### src/hkf_params.svh
// offsets, reset values, command codes and timing counts of the command handler
`ifndef HKF_PARAMS_SVH
`define HKF_PARAMS_SVH
`define HKF_OFS_CMD 8'h00
`define HKF_OFS_DATA 8'h04
`define HKF_OFS_CTRL 8'h08
`define HKF_OFS_RESP 8'h0C
`define HKF_OFS_RDATA0 8'h10
`define HKF_OFS_RDATA1 8'h14
`define HKF_OFS_KEYEVT 8'h18
`define HKF_CMD_STORE 8'h04
`define HKF_CMD_FANPWR 8'h11
`define HKF_CMD_LCD 8'h16
`define HKF_CMD_KEYCFG 8'h17
`define HKF_CMD_POLL 8'h18
`define HKF_CMD_FAILSAFE 8'h19
`define HKF_CMD_GLITCH 8'h1A
`define HKF_CMD_FANQRY 8'h1B
`define HKF_CMD_ATX 8'h1C
`define HKF_RESP_OK 8'h40
`define HKF_RESP_ERR 8'hC0
`define HKF_RST_KEYMASK 6'h3F
`define HKF_RST_GLITCH 8'h01
`define HKF_RST_ATXLEN 8'h20
`define HKF_FAN_MAX 8'h64
`define HKF_LCD_LOC_MAX 8'h02
`define HKF_BIT_RST_INV 1
`define HKF_BIT_PWR_INV 2
`define HKF_PWM_STEPS 7'h64
`define HKF_CLK_NS 50
`define HKF_STEP_NS 552500
`define HKF_TICK8_NS 125000000
`define HKF_TICK32_NS 31250000
`define HKF_STEP_CYC (`HKF_STEP_NS / `HKF_CLK_NS)
`define HKF_TICK8_CYC (`HKF_TICK8_NS / `HKF_CLK_NS)
`define HKF_TICK32_CYC (`HKF_TICK32_NS / `HKF_CLK_NS)
`endif

### src/hkf_pkg.sv
// types shared by the command handler
package hkf_pkg;
	typedef struct packed {
		logic [7:0] ctype;
		logic [4:0] clen;
		logic [3:0][7:0] d;
	} hkf_cmd_t;
	typedef struct packed {
		logic [7:0] rtype;
		logic [4:0] rlen;
		logic [4:0][7:0] rd;
	} hkf_resp_t;
endpackage

### src/hkf_top.sv
// host command handler for keypad, fans, display controller and power lines
`timescale 1ns/1ps
`include "hkf_params.svh"
// Notes on behaviour
// - command 0x16 writes byte two to data, control, or extended control.
// - each accepted answer type is command code ORed with 0x40, a rejected one ORed with 0xC0; set commands return no data.
// - after reset every key press and release is reported.
// - command 0x17 sets per-key press and release report masks.
// - key masks are kept in the boot state and restored at power-up.
// - poll command 0x18 returns held, pressed-since and released-since keys.
// - poll results ignore the report masks.
// - command 0x19 sets fail-safe fan mask and timeout in eighth seconds, 1 to 255.
// - on timeout without fan update, fail-safe fans go to full power.
// - fans are driven by roughly 18 Hz pulse-width modulation.
// - after fan turn-on, tach edges are ignored for the fan's delay count.
// - every glitch delay resets to one count.
// - command 0x1A sets four glitch delays, kept in the boot state.
// - command 0x1B returns four fan powers and the fail-safe mask.
// - power switch settings are kept in the boot state.
// - reset and power lines idle undriven and are pulsed to their active level.
// - mask bit 0x02 inverts reset, bit 0x04 inverts power control.
module hkf_top #(
	parameter int STEP_CYC = `HKF_STEP_CYC,
	parameter int TICK8_CYC = `HKF_TICK8_CYC,
	parameter int TICK32_CYC = `HKF_TICK32_CYC
) (
	input wire logic clk_sys,
	input wire logic nrst,
	input wire logic [7:0] paddr,
	input wire logic psel,
	input wire logic penable,
	input wire logic pwrite,
	input wire logic [31:0] pwdata,
	output logic [31:0] prdata,
	output logic pready,
	output logic pslverr,
	input wire logic [5:0] key_in,
	input wire logic reboot,
	input wire logic [3:0] tach_in,
	output logic lcd_wr,
	output logic [1:0] lcd_sel,
	output logic [7:0] lcd_data,
	output logic [3:0] fan_pwm,
	output logic [3:0] tach_ok,
	input wire logic atx_rst_i,
	output logic atx_rst_o,
	output logic atx_rst_oe,
	input wire logic atx_pwr_i,
	output logic atx_pwr_o,
	output logic atx_pwr_oe
);
	if (STEP_CYC < 1 || TICK8_CYC < 1 || TICK32_CYC < 1) begin : g_chk
		$error("hkf_top: cycle counts must be at least one");
	end
	hkf_pkg::hkf_cmd_t cmd;
	hkf_pkg::hkf_resp_t resp;
	hkf_pkg::hkf_resp_t next_resp;
	logic done, next_ok, next_poll, next_fanupd;
	logic [5:0] press_mask, rel_mask, boot_press, boot_rel;
	logic [5:0] key_prev, poll_press, poll_rel, evt_press, evt_rel;
	logic [3:0][7:0] fan_power, glitch, boot_glitch, blank;
	logic [3:0] fs_mask, forced, pwm_on;
	logic [7:0] fs_timeout, fs_ticks, atx_mask, atx_len, boot_atx_mask, boot_atx_len, atx_cnt;
	logic fs_force;
	logic [31:0] step_cnt, t8_cnt, t32_cnt;
	logic [6:0] phase;
	logic acc, wr, go, evt_clr, step_end, t8_end, t32_end;
	logic [5:0] press_ev, rel_ev;

	assign acc = psel && penable && pready;
	assign wr = acc && pwrite;
	assign go = wr && paddr == `HKF_OFS_CTRL && pwdata[0];
	assign evt_clr = acc && !pwrite && paddr == `HKF_OFS_KEYEVT;
	assign press_ev = key_in & ~key_prev;
	assign rel_ev = key_prev & ~key_in;

	// one wait state: read data and error are taken in the same edge as pready
	always_ff @(posedge clk_sys) begin
		if (!nrst) begin
			pready <= 1'b0;
			pslverr <= 1'b0;
			prdata <= 32'h0;
		end else begin
			pready <= psel && penable && !pready;
			pslverr <= 1'b0;
			prdata <= 32'h0;
			if (psel && penable && !pready) begin
				case (paddr)
					`HKF_OFS_CMD: prdata <= {19'h0, cmd.clen, cmd.ctype};
					`HKF_OFS_DATA: prdata <= cmd.d;
					`HKF_OFS_CTRL: prdata <= {27'h0, atx_pwr_i, atx_rst_i,
						atx_pwr_oe, atx_rst_oe, done};
					`HKF_OFS_RESP: prdata <= {19'h0, resp.rlen, resp.rtype};
					`HKF_OFS_RDATA0: prdata <= resp.rd[3:0];
					`HKF_OFS_RDATA1: prdata <= {24'h0, resp.rd[4]};
					`HKF_OFS_KEYEVT: prdata <= {18'h0, evt_rel, 2'h0, evt_press};
					default: pslverr <= 1'b1;
				endcase
			end
		end
	end

	always_ff @(posedge clk_sys) begin
		if (!nrst) begin
			cmd <= '0;
		end else if (wr && paddr == `HKF_OFS_CMD) begin
			cmd.ctype <= pwdata[7:0];
			cmd.clen <= pwdata[12:8];
		end else if (wr && paddr == `HKF_OFS_DATA) begin
			cmd.d <= pwdata;
		end
	end

	// validity check and answer of the pending command
	always_comb begin
		next_ok = 1'b0;
		next_poll = 1'b0;
		next_fanupd = 1'b0;
		next_resp = '0;
		case (cmd.ctype)
			`HKF_CMD_STORE: next_ok = cmd.clen == 5'h00;
			`HKF_CMD_FANPWR: begin
				next_ok = cmd.clen == 5'h04 && cmd.d[0] <= `HKF_FAN_MAX &&
					cmd.d[1] <= `HKF_FAN_MAX && cmd.d[2] <= `HKF_FAN_MAX &&
					cmd.d[3] <= `HKF_FAN_MAX;
				next_fanupd = next_ok;
			end
			`HKF_CMD_LCD: next_ok = cmd.clen == 5'h02 && cmd.d[0] <= `HKF_LCD_LOC_MAX;
			`HKF_CMD_KEYCFG: next_ok = cmd.clen == 5'h02;
			`HKF_CMD_POLL: begin
				next_ok = cmd.clen == 5'h00;
				next_poll = next_ok;
				next_resp.rlen = 5'h03;
				next_resp.rd[0] = {2'h0, key_in};
				next_resp.rd[1] = {2'h0, poll_press | press_ev};
				next_resp.rd[2] = {2'h0, poll_rel | rel_ev};
			end
			`HKF_CMD_FAILSAFE: next_ok = cmd.clen == 5'h02 && cmd.d[1] != 8'h00 &&
				cmd.d[0][7:4] == 4'h0;
			`HKF_CMD_GLITCH: next_ok = cmd.clen == 5'h04;
			`HKF_CMD_FANQRY: begin
				next_ok = cmd.clen == 5'h00;
				next_resp.rlen = 5'h05;
				next_resp.rd[3:0] = fan_power;
				next_resp.rd[4] = {4'h0, fs_mask};
			end
			`HKF_CMD_ATX: next_ok = cmd.clen == 5'h01 || cmd.clen == 5'h02;
			default: next_ok = 1'b0;
		endcase
		if (!next_ok) begin
			next_resp = '0;
		end
		next_resp.rtype = cmd.ctype | (next_ok ? `HKF_RESP_OK : `HKF_RESP_ERR);
	end

	always_ff @(posedge clk_sys) begin
		if (!nrst) begin
			resp <= '0;
			done <= 1'b0;
		end else begin
			if (go) begin
				resp <= next_resp;
			end
			done <= go || (done && !(wr && paddr == `HKF_OFS_CMD));
		end
	end

	always_ff @(posedge clk_sys) begin
		if (!nrst) begin
			lcd_wr <= 1'b0;
			lcd_sel <= 2'h0;
			lcd_data <= 8'h0;
		end else begin
			lcd_wr <= go && next_ok && cmd.ctype == `HKF_CMD_LCD;
			if (go && next_ok && cmd.ctype == `HKF_CMD_LCD) begin
				lcd_sel <= cmd.d[0][1:0];
				lcd_data <= cmd.d[1];
			end
		end
	end

	// live settings, boot copies, reload on reboot
	always_ff @(posedge clk_sys) begin
		if (!nrst) begin
			press_mask <= `HKF_RST_KEYMASK;
			rel_mask <= `HKF_RST_KEYMASK;
			glitch <= {4{`HKF_RST_GLITCH}};
			atx_mask <= 8'h00;
			atx_len <= `HKF_RST_ATXLEN;
			boot_press <= `HKF_RST_KEYMASK;
			boot_rel <= `HKF_RST_KEYMASK;
			boot_glitch <= {4{`HKF_RST_GLITCH}};
			boot_atx_mask <= 8'h00;
			boot_atx_len <= `HKF_RST_ATXLEN;
		end else if (reboot) begin
			press_mask <= boot_press;
			rel_mask <= boot_rel;
			glitch <= boot_glitch;
			atx_mask <= boot_atx_mask;
			atx_len <= boot_atx_len;
		end else if (go && next_ok) begin
			case (cmd.ctype)
				`HKF_CMD_STORE: begin
					boot_press <= press_mask;
					boot_rel <= rel_mask;
					boot_glitch <= glitch;
					boot_atx_mask <= atx_mask;
					boot_atx_len <= atx_len;
				end
				`HKF_CMD_KEYCFG: begin
					press_mask <= cmd.d[0][5:0];
					rel_mask <= cmd.d[1][5:0];
				end
				`HKF_CMD_GLITCH: glitch <= cmd.d;
				`HKF_CMD_ATX: begin
					atx_mask <= cmd.d[0];
					if (cmd.clen == 5'h02 && cmd.d[1] != 8'h00) begin
						atx_len <= cmd.d[1];
					end
				end
				default: atx_mask <= atx_mask;
			endcase
		end
	end

	// key flags: a new event wins over a clear in the same cycle
	always_ff @(posedge clk_sys) begin
		if (!nrst) begin
			key_prev <= 6'h00;
			poll_press <= 6'h00;
			poll_rel <= 6'h00;
			evt_press <= 6'h00;
			evt_rel <= 6'h00;
		end else begin
			key_prev <= key_in;
			poll_press <= (go && next_poll ? 6'h00 : poll_press) | press_ev;
			poll_rel <= (go && next_poll ? 6'h00 : poll_rel) | rel_ev;
			evt_press <= (evt_clr ? 6'h00 : evt_press) | (press_ev & press_mask);
			evt_rel <= (evt_clr ? 6'h00 : evt_rel) | (rel_ev & rel_mask);
		end
	end

	// fan power and fail-safe timer
	assign t8_end = t8_cnt == TICK8_CYC - 1;
	always_ff @(posedge clk_sys) begin
		if (!nrst) begin
			fan_power <= '0;
			fs_mask <= 4'h0;
			fs_timeout <= 8'h00;
			fs_ticks <= 8'h00;
			fs_force <= 1'b0;
			t8_cnt <= 32'h0;
		end else begin
			t8_cnt <= t8_end ? 32'h0 : t8_cnt + 32'h1;
			if (go && next_fanupd) begin
				fan_power <= cmd.d;
				fs_ticks <= 8'h00;
				fs_force <= 1'b0;
			end else if (go && next_ok && cmd.ctype == `HKF_CMD_FAILSAFE) begin
				fs_mask <= cmd.d[0][3:0];
				fs_timeout <= cmd.d[1];
				fs_ticks <= 8'h00;
				fs_force <= 1'b0;
			end else if (t8_end && fs_timeout != 8'h00 && !fs_force) begin
				fs_ticks <= fs_ticks + 8'h01;
				fs_force <= fs_ticks + 8'h01 >= fs_timeout;
			end
		end
	end
	assign forced = fs_mask & {4{fs_force}};

	// modulation: one period is a hundred glitch-count steps
	assign step_end = step_cnt == STEP_CYC - 1;
	always_ff @(posedge clk_sys) begin
		if (!nrst) begin
			step_cnt <= 32'h0;
			phase <= 7'h00;
		end else begin
			step_cnt <= step_end ? 32'h0 : step_cnt + 32'h1;
			if (step_end) begin
				phase <= phase == `HKF_PWM_STEPS - 7'h01 ? 7'h00 : phase + 7'h01;
			end
		end
	end

	for (genvar i = 0; i < 4; i++) begin : g_fan
		assign pwm_on[i] = forced[i] || {1'b0, phase} < fan_power[i];
		always_ff @(posedge clk_sys) begin
			if (!nrst) begin
				fan_pwm[i] <= 1'b0;
				blank[i] <= 8'h00;
				tach_ok[i] <= 1'b0;
			end else begin
				fan_pwm[i] <= pwm_on[i];
				if (pwm_on[i] && !fan_pwm[i]) begin
					blank[i] <= glitch[i];
				end else if (step_end && blank[i] != 8'h00) begin
					blank[i] <= blank[i] - 8'h01;
				end
				tach_ok[i] <= fan_pwm[i] && blank[i] == 8'h00 && tach_in[i];
			end
		end
	end

	// power and reset pulses, length in 1/32 s ticks
	assign t32_end = t32_cnt == TICK32_CYC - 1;
	always_ff @(posedge clk_sys) begin
		if (!nrst) begin
			t32_cnt <= 32'h0;
			atx_cnt <= 8'h00;
			atx_rst_oe <= 1'b0;
			atx_pwr_oe <= 1'b0;
			atx_rst_o <= 1'b0;
			atx_pwr_o <= 1'b0;
		end else if (wr && paddr == `HKF_OFS_CTRL && pwdata[2:1] != 2'h0) begin
			t32_cnt <= 32'h0;
			atx_cnt <= atx_len;
			atx_rst_oe <= pwdata[1];
			atx_pwr_oe <= pwdata[2];
			atx_rst_o <= atx_mask[`HKF_BIT_RST_INV];
			atx_pwr_o <= atx_mask[`HKF_BIT_PWR_INV];
		end else begin
			t32_cnt <= t32_end ? 32'h0 : t32_cnt + 32'h1;
			if (t32_end && atx_cnt != 8'h00) begin
				atx_cnt <= atx_cnt - 8'h01;
				if (atx_cnt == 8'h01) begin
					atx_rst_oe <= 1'b0;
					atx_pwr_oe <= 1'b0;
				end
			end
		end
	end

	property p_lcd;
		@(posedge clk_sys) disable iff (!nrst)
		go && next_ok && cmd.ctype == `HKF_CMD_LCD |=> lcd_wr && lcd_data == $past(cmd.d[1]);
	endproperty
	a_lcd: assert property (p_lcd) else $error("display write missing");
	property p_resp;
		@(posedge clk_sys) disable iff (!nrst)
		go ##1 1'b1 |-> resp.rtype[6] && resp.rtype[5:0] == $past(cmd.ctype[5:0]) &&
			(resp.rlen == 5'h00 || $past(cmd.ctype) == `HKF_CMD_POLL ||
			$past(cmd.ctype) == `HKF_CMD_FANQRY);
	endproperty
	a_resp: assert property (p_resp) else $error("answer type wrong");
	property p_rstmask;
		@(posedge clk_sys) $rose(nrst) |-> press_mask == 6'h3F && rel_mask == 6'h3F;
	endproperty
	a_rstmask: assert property (p_rstmask) else $error("key masks not all set");
	property p_poll;
		@(posedge clk_sys) disable iff (!nrst)
		go && next_poll |=> resp.rd[0][5:0] == $past(key_in) &&
			poll_press == ($past(key_in) & ~$past(key_prev));
	endproperty
	a_poll: assert property (p_poll) else $error("poll result wrong");
	property p_force;
		@(posedge clk_sys) disable iff (!nrst)
		fs_force && fs_mask[0] && !go ##1 fs_force |-> fan_pwm[0];
	endproperty
	a_force: assert property (p_force) else $error("fail-safe fan not at full power");
	property p_phase;
		@(posedge clk_sys) disable iff (!nrst) phase < 7'h64;
	endproperty
	a_phase: assert property (p_phase) else $error("phase out of range");
	property p_blank;
		@(posedge clk_sys) disable iff (!nrst) tach_ok[0] |-> $past(blank[0]) == 8'h00;
	endproperty
	a_blank: assert property (p_blank) else $error("tach taken while blanked");
	property p_atx;
		@(posedge clk_sys) disable iff (!nrst)
		$rose(atx_rst_oe) |-> atx_rst_o == $past(atx_mask[1]);
	endproperty
	a_atx: assert property (p_atx) else $error("reset line level wrong");
	property p_badfs;
		@(posedge clk_sys) disable iff (!nrst)
		go && cmd.ctype == `HKF_CMD_FAILSAFE && cmd.d[1] == 8'h00 |=> $stable(fs_timeout);
	endproperty
	a_badfs: assert property (p_badfs) else $error("bad timeout accepted");
endmodule // hkf_top

### config.mk
export PLATFORM = sky130hd
export DESIGN_NAME = hkf_top
export DESIGN_NICKNAME = d
export VERILOG_FILES = /design/src/hkf_pkg.sv /design/src/hkf_top.sv
export VERILOG_INCLUDE_DIRS = /design/src /design/src/src
export SDC_FILE = /design/constraint.sdc
export NUM_CORES = 1
export LEC_CHECK = 0
export ABC_AREA = 1
export BUFFER_PORTS_ARGS = -buffer_cell sky130_fd_sc_hd__buf_2
export CORE_UTILIZATION = 55
export CTS_BUF_LIST = sky130_fd_sc_hd__clkbuf_16
export DETAILED_ROUTE_END_ITERATION = 8
export MAX_ROUTING_LAYER = met4
export PLACE_DENSITY = 0.77
export REMOVE_ABC_BUFFERS = 1
export SLEW_MARGIN = 20
export SYNTH_ARGS = -nofsm -noshare
export SYNTH_HDL_FRONTEND = slang
export SYNTH_SLANG_ARGS = --single-unit
### constraint.sdc
create_clock -name clk_sys -period 3.7 [get_ports clk_sys]
set_input_delay 0.37 -clock clk_sys [delete_from_list [all_inputs] [get_ports clk_sys]]
set_output_delay 0.37 -clock clk_sys [all_outputs]
set_load 0.01 [all_outputs]
==> results of run 1 <==
synth_stat cells, types with 18 or more instances:
cell type  instances
nand2_1          696
xor2_1            42
a21oi_1          304
clkbuf_1          86
nand4_1           57
inv_1            354
buf_2             25
o21ai_0          183
nor4_1            30
o22ai_1           20
dfxtp_1          484
nor2_1           312
inv_2             21
nand3_1          260
nand3b_1          40
nor2_2            18
xnor2_1           18
ha_1              49
nor3_1            66
nor3b_1           18
cells in the final DEF, fill, tap and decap left out, types with 17 or more instances in the layout:
master	instances
nand2_1	696
dfxtp_1	484
inv_1	358
nor2_1	311
a21oi_1	304
nand3_1	260
o21ai_0	183
buf_2	113
nor3_1	66
nand4_1	57
clkbuf_16	52
ha_1	49
xor2_1	42
nand3b_1	40
nor4_1	30
inv_2	22
o22ai_1	20
nor2_2	19
buf_4	19
nor3b_1	18
xnor2_1	18
clkinv_1	17
worst max-delay path: cells and delay by family (launching register included):
family,cells,cell delay [ns]
compound gates,2,0.87
flops,1,0.33
buf+inv,1,0.27
simple gates,4,1.28
through the flow:
stage / power (W) / util, % / instances / instance area, um^2 / setup WS, ns
2_1_floorplan: 0.00553 / - / 3102 / 22400 / -0.00317
3_3_place_gp: 0.00569 / 58.1 / 3770 / 23800 / 1.02
3_5_place_dp: 0.00569 / 58.1 / 3770 / 23800 / 0.922
4_1_cts: 0.0106 / 62.1 / 3865 / 25500 / 0.973
5_1_grt: 0.0108 / 62.1 / 3867 / 25500 / 0.743
6_report: 0.0106 / 62.1 / 3867 / 25500 / 0.849
worst max path at each step:
stage | endpoint | startpoint | slack [ns] | cells after the start
4_1_cts | blank[24] | phase[3] | 0.97 | 9
3_3_place_gp | boot_glitch[16] | paddr[1] | 1.02 | 12
2_1_floorplan | t8_cnt[29] | nrst | -0.003 | 4
6_report | resp[17] | cmd[31] | 0.85 | 7
5_1_grt | blank[24] | phase[3] | 0.74 | 9
3_5_place_dp | boot_rel[4] | paddr[1] | 0.92 | 12
logic make-up after synthesis:
family                   Yosys count  share of synthesized area, %
AND/OR/NAND/NOR                 1547                          30.4
AO/OA/AOI/OAI                    583                          13.7
buffers and inverters            508                          8.78
flip-flops                       484                          42.2
XOR/XNOR                          60                          2.29
adder cells (fa/ha/maj)           49                          2.67
power by group through the flow:
stage	logic [W]	registers (W)	clock network (W)
floorplan	0.000149	0.00539	0
global placement	0.000293	0.00540	0
detailed placement	0.000296	0.00540	0
CTS	0.000303	0.00528	0.00504
global route	0.000339	0.00528	0.00522
finish	0.000308	0.00528	0.00497
final cells by class:
class | count | area, um^2 | share of cell area, %
Multi-Input combinational cell | 2239 | 11300 | 44.2
Sequential cell | 484 | 9690 | 38.1
Inverter | 379 | 1430 | 5.60
Clock buffer | 52 | 1300 | 5.11
Timing Repair Buffer | 140 | 820 | 3.22
Tap cell | 532 | 666 | 2.61
Clock inverter | 39 | 289 | 1.14
Antenna cell | 2 | 5.00 | 0.0197
per-layer routing:
metal	GRT usage, %	routed length [um]
met1	42.1	28500
met2	50.3	30500
met3	5.79	6180
met4	10.7	2100
met5	-	0
repair_timing:
action / CTS / global route
setup buffers: 0 / 0
endpoints found under the hold margin: 4 / 0
hold buffers: 4 / 0
==> results_dict.tcl, run 1 <==
set metrics [dict create \
    status "finished, violations left" \
    violations "DRC" \
    reg2reg_slack_ns 0.85 \
    grt_pass1_wl_um 107000 \
    finalClockSkew_ns 0.0261 \
    area_growth_pct 10.8 \
    yosysUniqueCellTypes 55 \
    switching_share_pct 22.8 \
    grt_pass1_vias 20500 \
    rows 74 \
    path_clk_slew_ns 0.06 \
    period_share_pct 77.0 \
    nets 3402 \
    clkPwrFrac_pct 47.1 \
    yosys_warnings 0 \
    critPathMaxStageDelay_ns 0.69 \
    worst_ep_required_time_ns 4.22 \
    rr_startpoint "cmd[31]" \
    cts_sinks 484 \
    max_freq_mhz 351 \
    min_period_ns 2.85 \
    die_h_um 206 \
    grt_max_degree 157 \
    ys_ff_latch 484 \
    critical_path.slowest_cell "o21ai_0" \
    yosys-top-cells-area "dfxtp_1 42%, nand2_1 11%, a21oi_1 6.6%" \
    setup_violations 0 \
    drc 18 \
    syn_avg_cell_area_um2 7.11 \
    synth_top_area_share_pct 42.2 \
    comb_power_share_pct 2.9 \
    crit_path_end_kind "flip-flop" \
    cts_buffer_depth 3 \
    ys.flop_type "dfxtp_1" \
    power_frac_seq_pct 50.0 \
    min_from "key_in[0]" \
    regToRegEndpoint "resp[17]" \
    cts_tree "built" \
    cp_max_fo 16 \
    grt_usage_pct 32.3 \
    gp_congestion 0.963 \
    root_buffer "clkbuf_16" \
    holdPathStages 3 \
    gr-total-overflow 0 \
    crit_path_start_kind "flip-flop" \
    cap_violations 0 \
    numCtsBuffers 51 \
    hp-class "in2reg" \
    clock_latency_ns 0.60 \
    reg_top3 "resp: 47 flops, cmd: 45 flops" \
    vias 22100 \
    slew_headroom_pct 27.2 \
    hold_end "key_prev[0]" \
    hpwl_um 47200 \
    ctsResizeCount 0 \
    die-area_mm2 0.0426 \
    io_pins 115 \
    critPathKind "reg2reg" \
    drive_gt1_share_pct 8.70 \
    synth_top_area_cell "dfxtp_1" \
    antenna_found_initial 2 \
    p_leak_nw 10.3 \
    yosysSeqAreaShare_pct 42.2 \
    fp.dieW_um 206 \
    drt_iter0_markers 2187 \
    whs_ns 0.0213 \
    drt-total-wl_um 67300 \
    synth_area_mm2 0.0230 \
    synth-async-reset-ratio_pct 0 \
    synth_cells 3231 \
    synth-edff-count 0 \
    hold_viol 0 \
    initial_utilization_pct 56.0 \
    reg2reg_depth 7 \
    intPower_w 0.00816 \
    grt_setup_unrepaired "no" \
    routed_via_density 5.72 \
    slew_viol_final 0 \
    largest_reg_flops 47 \
    top_register "resp" \
    switching_power_w 0.00241 \
    port_buffers 114 \
    first_pass_iters 8 \
    worst_pin_slew_ns 1.08 \
    fillers 3707 \
    final_antenna_net_count 0 \
    crit_chain "inv_1 -> nand4_1 -> o21ai_0 -> nand4_1 -> nand3_1 -> nand3_1 -> a21oi_1" \
    final.setup.tns_ns 0 \
    power_density_mw_per_mm2 415 \
    peakVddDrop_mv 0.310 \
    core_area_mm2 0.0410 \
    htree_num_levels 2 \
    arrival_ns 3.38 \
    wire_per_inst_um 17.4 \
]
Power figures use the tool's default switching activity.
==> inputs of run 2 (changes only) <==
--- a/config.mk
+++ b/config.mk
@@ -6,7 +6,7 @@
 export SDC_FILE = /design/constraint.sdc
 export NUM_CORES = 1
 export LEC_CHECK = 0
-export ABC_AREA = 1
+export ABC_AREA = 0
 export BUFFER_PORTS_ARGS = -buffer_cell sky130_fd_sc_hd__buf_2
 export CORE_UTILIZATION = 55
 export CTS_BUF_LIST = sky130_fd_sc_hd__clkbuf_16
==> constraint.sdc (replaced) <==
create_clock -name clk_sys -period 2.8 [get_ports clk_sys]
set_input_delay 0.28 -clock clk_sys [delete_from_list [all_inputs] [get_ports clk_sys]]
set_output_delay 0.28 -clock clk_sys [all_outputs]
set_load 0.01 [all_outputs]
==> results_dict.tcl, run 2 <==
set metrics [dict create \
    status "finished clean" \
    comb_power_share_pct 3.3 \
    drive_gt1_share_pct 12.8 \
    post_cts_buffers 0 \
    min_period_ns 2.63 \
    yosysUniqueCellTypes 72 \
    mostFrequentLayoutCells "484 x dfxtp_1, 395 x nor2_1, 203 x nand2_1, 141 x a21oi_1, 125 x mux2i_1" \
    yosys_warnings 0 \
    power_frac_seq_pct 50.1 \
    synth_cells 2414 \
    area_growth_pct 16.8 \
    switching_share_pct 22.7 \
    root_buffer "clkbuf_16" \
    yosysSeqAreaShare_pct 45.9 \
    worst_pin_slew_ns 0.867 \
    antenna_found_initial 0 \
    finalClockSkew_ns 0.0194 \
    grt_pass1_vias 17900 \
    synth_commonest_cells "484 x dfxtp_1, 395 x nor2_1, 203 x nand2_1" \
    layoutNonFillerInstCount 3122 \
    ys.flop_type "dfxtp_1" \
    finalPower_w 0.0140 \
    final_antenna_net_count 0 \
    grt_setup_unrepaired "no" \
    grt_usage_pct 30.8 \
    slew_viol_final 0 \
    hpwl_um 39000 \
    slew_headroom_pct 42.2 \
    clkPwrFrac_pct 46.7 \
    rows 71 \
    htree_num_levels 2 \
    yosys-top-cells-area "dfxtp_1 46%, nor2_1 7.0%, mux2i_1 5.9%" \
    period_share_pct 93.8 \
    path_clk_slew_ns 0.06 \
    post-place-cells 2985 \
    vias 18400 \
    crit_path_start_kind "flip-flop" \
    core_area_mm2 0.0378 \
    synth.most_common_cell "dfxtp_1" \
    hp-class "in2reg" \
    gp_congestion 0.903 \
    arrival_ns 3.06 \
    grt_max_degree 111 \
    synth_area_mm2 0.0211 \
    dpl-instance-area_mm2 0.0226 \
    hold_viol 0 \
    top_register "resp" \
    cts_tree "built" \
    io_pins 115 \
    die_h_um 198 \
    numCtsBuffers 51 \
    fp.dieW_um 198 \
    power_density_mw_per_mm2 567 \
    switching_power_w 0.00318 \
    die-area_mm2 0.0392 \
    ys_ff_latch 484 \
    routed_via_density 5.89 \
    largest_reg_flops 47 \
    grt_pass1_wl_um 93300 \
    crit_path_end_kind "flip-flop" \
    syn_avg_cell_area_um2 8.75 \
    cts_sinks 484 \
    stdcell_area_mm2 0.0247 \
    diodes 0 \
    gr-total-overflow 0 \
    setup_ws_ns 0.174 \
    critPathKind "reg2reg" \
    drt_iter0_markers 1483 \
    initial_utilization_pct 55.9 \
    cts_buffer_depth 3 \
    synth-edff-count 0 \
    reg2reg_slack_ns 0.17 \
    synth_top_area_share_pct 45.9 \
    drc 0 \
    port_buffers 114 \
    intPower_w 0.0108 \
    cap_violations 0 \
    synth_top_area_cell "dfxtp_1" \
    clock_latency_ns 0.61 \
    worst_ep_required_time_ns 3.24 \
    final_common_cell "dfxtp_1" \
    p_leak_nw 9.25 \
    dp_slack_ns 0.0232 \
    synth-async-reset-ratio_pct 0 \
    reg_top3 "resp: 47 flops, cmd: 45 flops" \
    fillers 3016 \
    setup_violations 0 \
    nets 2677 \
    cp_max_fo 24 \
    first_pass_iters 7 \
    wire_per_inst_um 18.7 \
    max_freq_mhz 381 \
    drt-total-wl_um 58300 \
    peakVddDrop_mv 0.538 \
]
-- run 2: changes by cell type in the layout (fill, tap and decap cells not counted), sizes merged, moves of 35 or more --
cell	delta
a21oi	-163
inv	-306
and3	+35
nand2	-510
nand3b	-38
dlygate4sd3	+39
o21ai	-80
mux2i	+125
buf	+77
nand3	-214
nor2	+60
a22oi	+69
xnor2	+43
-- run 2: power groups by stage --
stage / sequential, W / clock [W] / combinational [W]
after floorplan: 0.00714 / 0 / 0.000202
after CTS: 0.00700 / 0.00662 / 0.000448
after global placement: 0.00715 / 0 / 0.000386
after global routing: 0.00700 / 0.00692 / 0.000497
after detailed placement: 0.00715 / 0 / 0.000399
final: 0.00700 / 0.00653 / 0.000455
-- run 2: final timing paths --
check | cells past startpoint | from | end
setup / recovery | 8 | cmd[8] | press_mask[0]
setup reg to reg | 8 | cmd[8] | press_mask[0]
hold reg to reg | 1 | t32_cnt[0] | t32_cnt[0]
hold / removal | 3 | key_in[1] | resp[1]
-- run 2: final cells by class --
type                            count  area [um^2]  area share [%]
Clock buffer                       51         1280            5.18
Tap cell                          511          639            2.59
Timing Repair Buffer              256         1860            7.54
Clock inverter                     43          339            1.38
Inverter                           61          236           0.959
Sequential cell                   484         9690            39.3
Multi-Input combinational cell   1716        10600            43.1
-- run 2: routing by layer --
| layer | wire [um] | up-vias | track usage, % |
|---|---|---|---|
| met1 | 24100 | 8798 | 37.7 |
| met5 | 0 | - | - |
| met4 | 2300 | 0 | 13.1 |
| met2 | 28000 | 652 | 50.4 |
| met3 | 3810 | 139 | 4.96 |
| li1 | - | 8786 | - |
-- run 2: logic make-up (layout without fill, tap and decap cells) --
kind of cell | Yosys count | count (layout) | share of synthesized area [%]
AOI/OAI and AO/OA | 447 | 447 | 13.7
xor gates and xnor gates | 133 | 133 | 5.52
adders and majority gates | 49 | 49 | 2.90
buffers and inverters | 214 | 411 | 4.20
DFF | 484 | 484 | 45.9
muxes | 125 | 125 | 5.93
and+or+nand+nor | 962 | 962 | 21.9
-- run 2: critical path, cell delays in order, from the launching register on --
cell and delay, ns:
dfxtp_1 0.31, or4_4 0.54, o211ai_4 0.28, o32ai_2 0.15, a211oi_4 0.48, nor3_2 0.13, buf_12 0.19, nor4_1 0.26
a221oi_1 0.11
-- run 2: through the flow --
stage | setup TNS (ns) | utilization, % | hold slack, ns
2_1_floorplan | -416.01 | - | 0.342
3_3_place_gp | 0 | 59.8 | 0.436
3_5_place_dp | 0 | 59.8 | 0.445
4_1_cts | 0 | 65.3 | 0.00857
5_1_grt | 0 | 65.3 | 0.0144
6_report | 0 | 65.3 | 0.0380
-- run 2: timing repair --
action | 4_1_cts | 5_1_grt
endpoints found under the setup margin | 0 | 93
gates resized for setup | 0 | 4
hold buffers | 43 | 0
endpoints found under the hold margin | 55 | 0
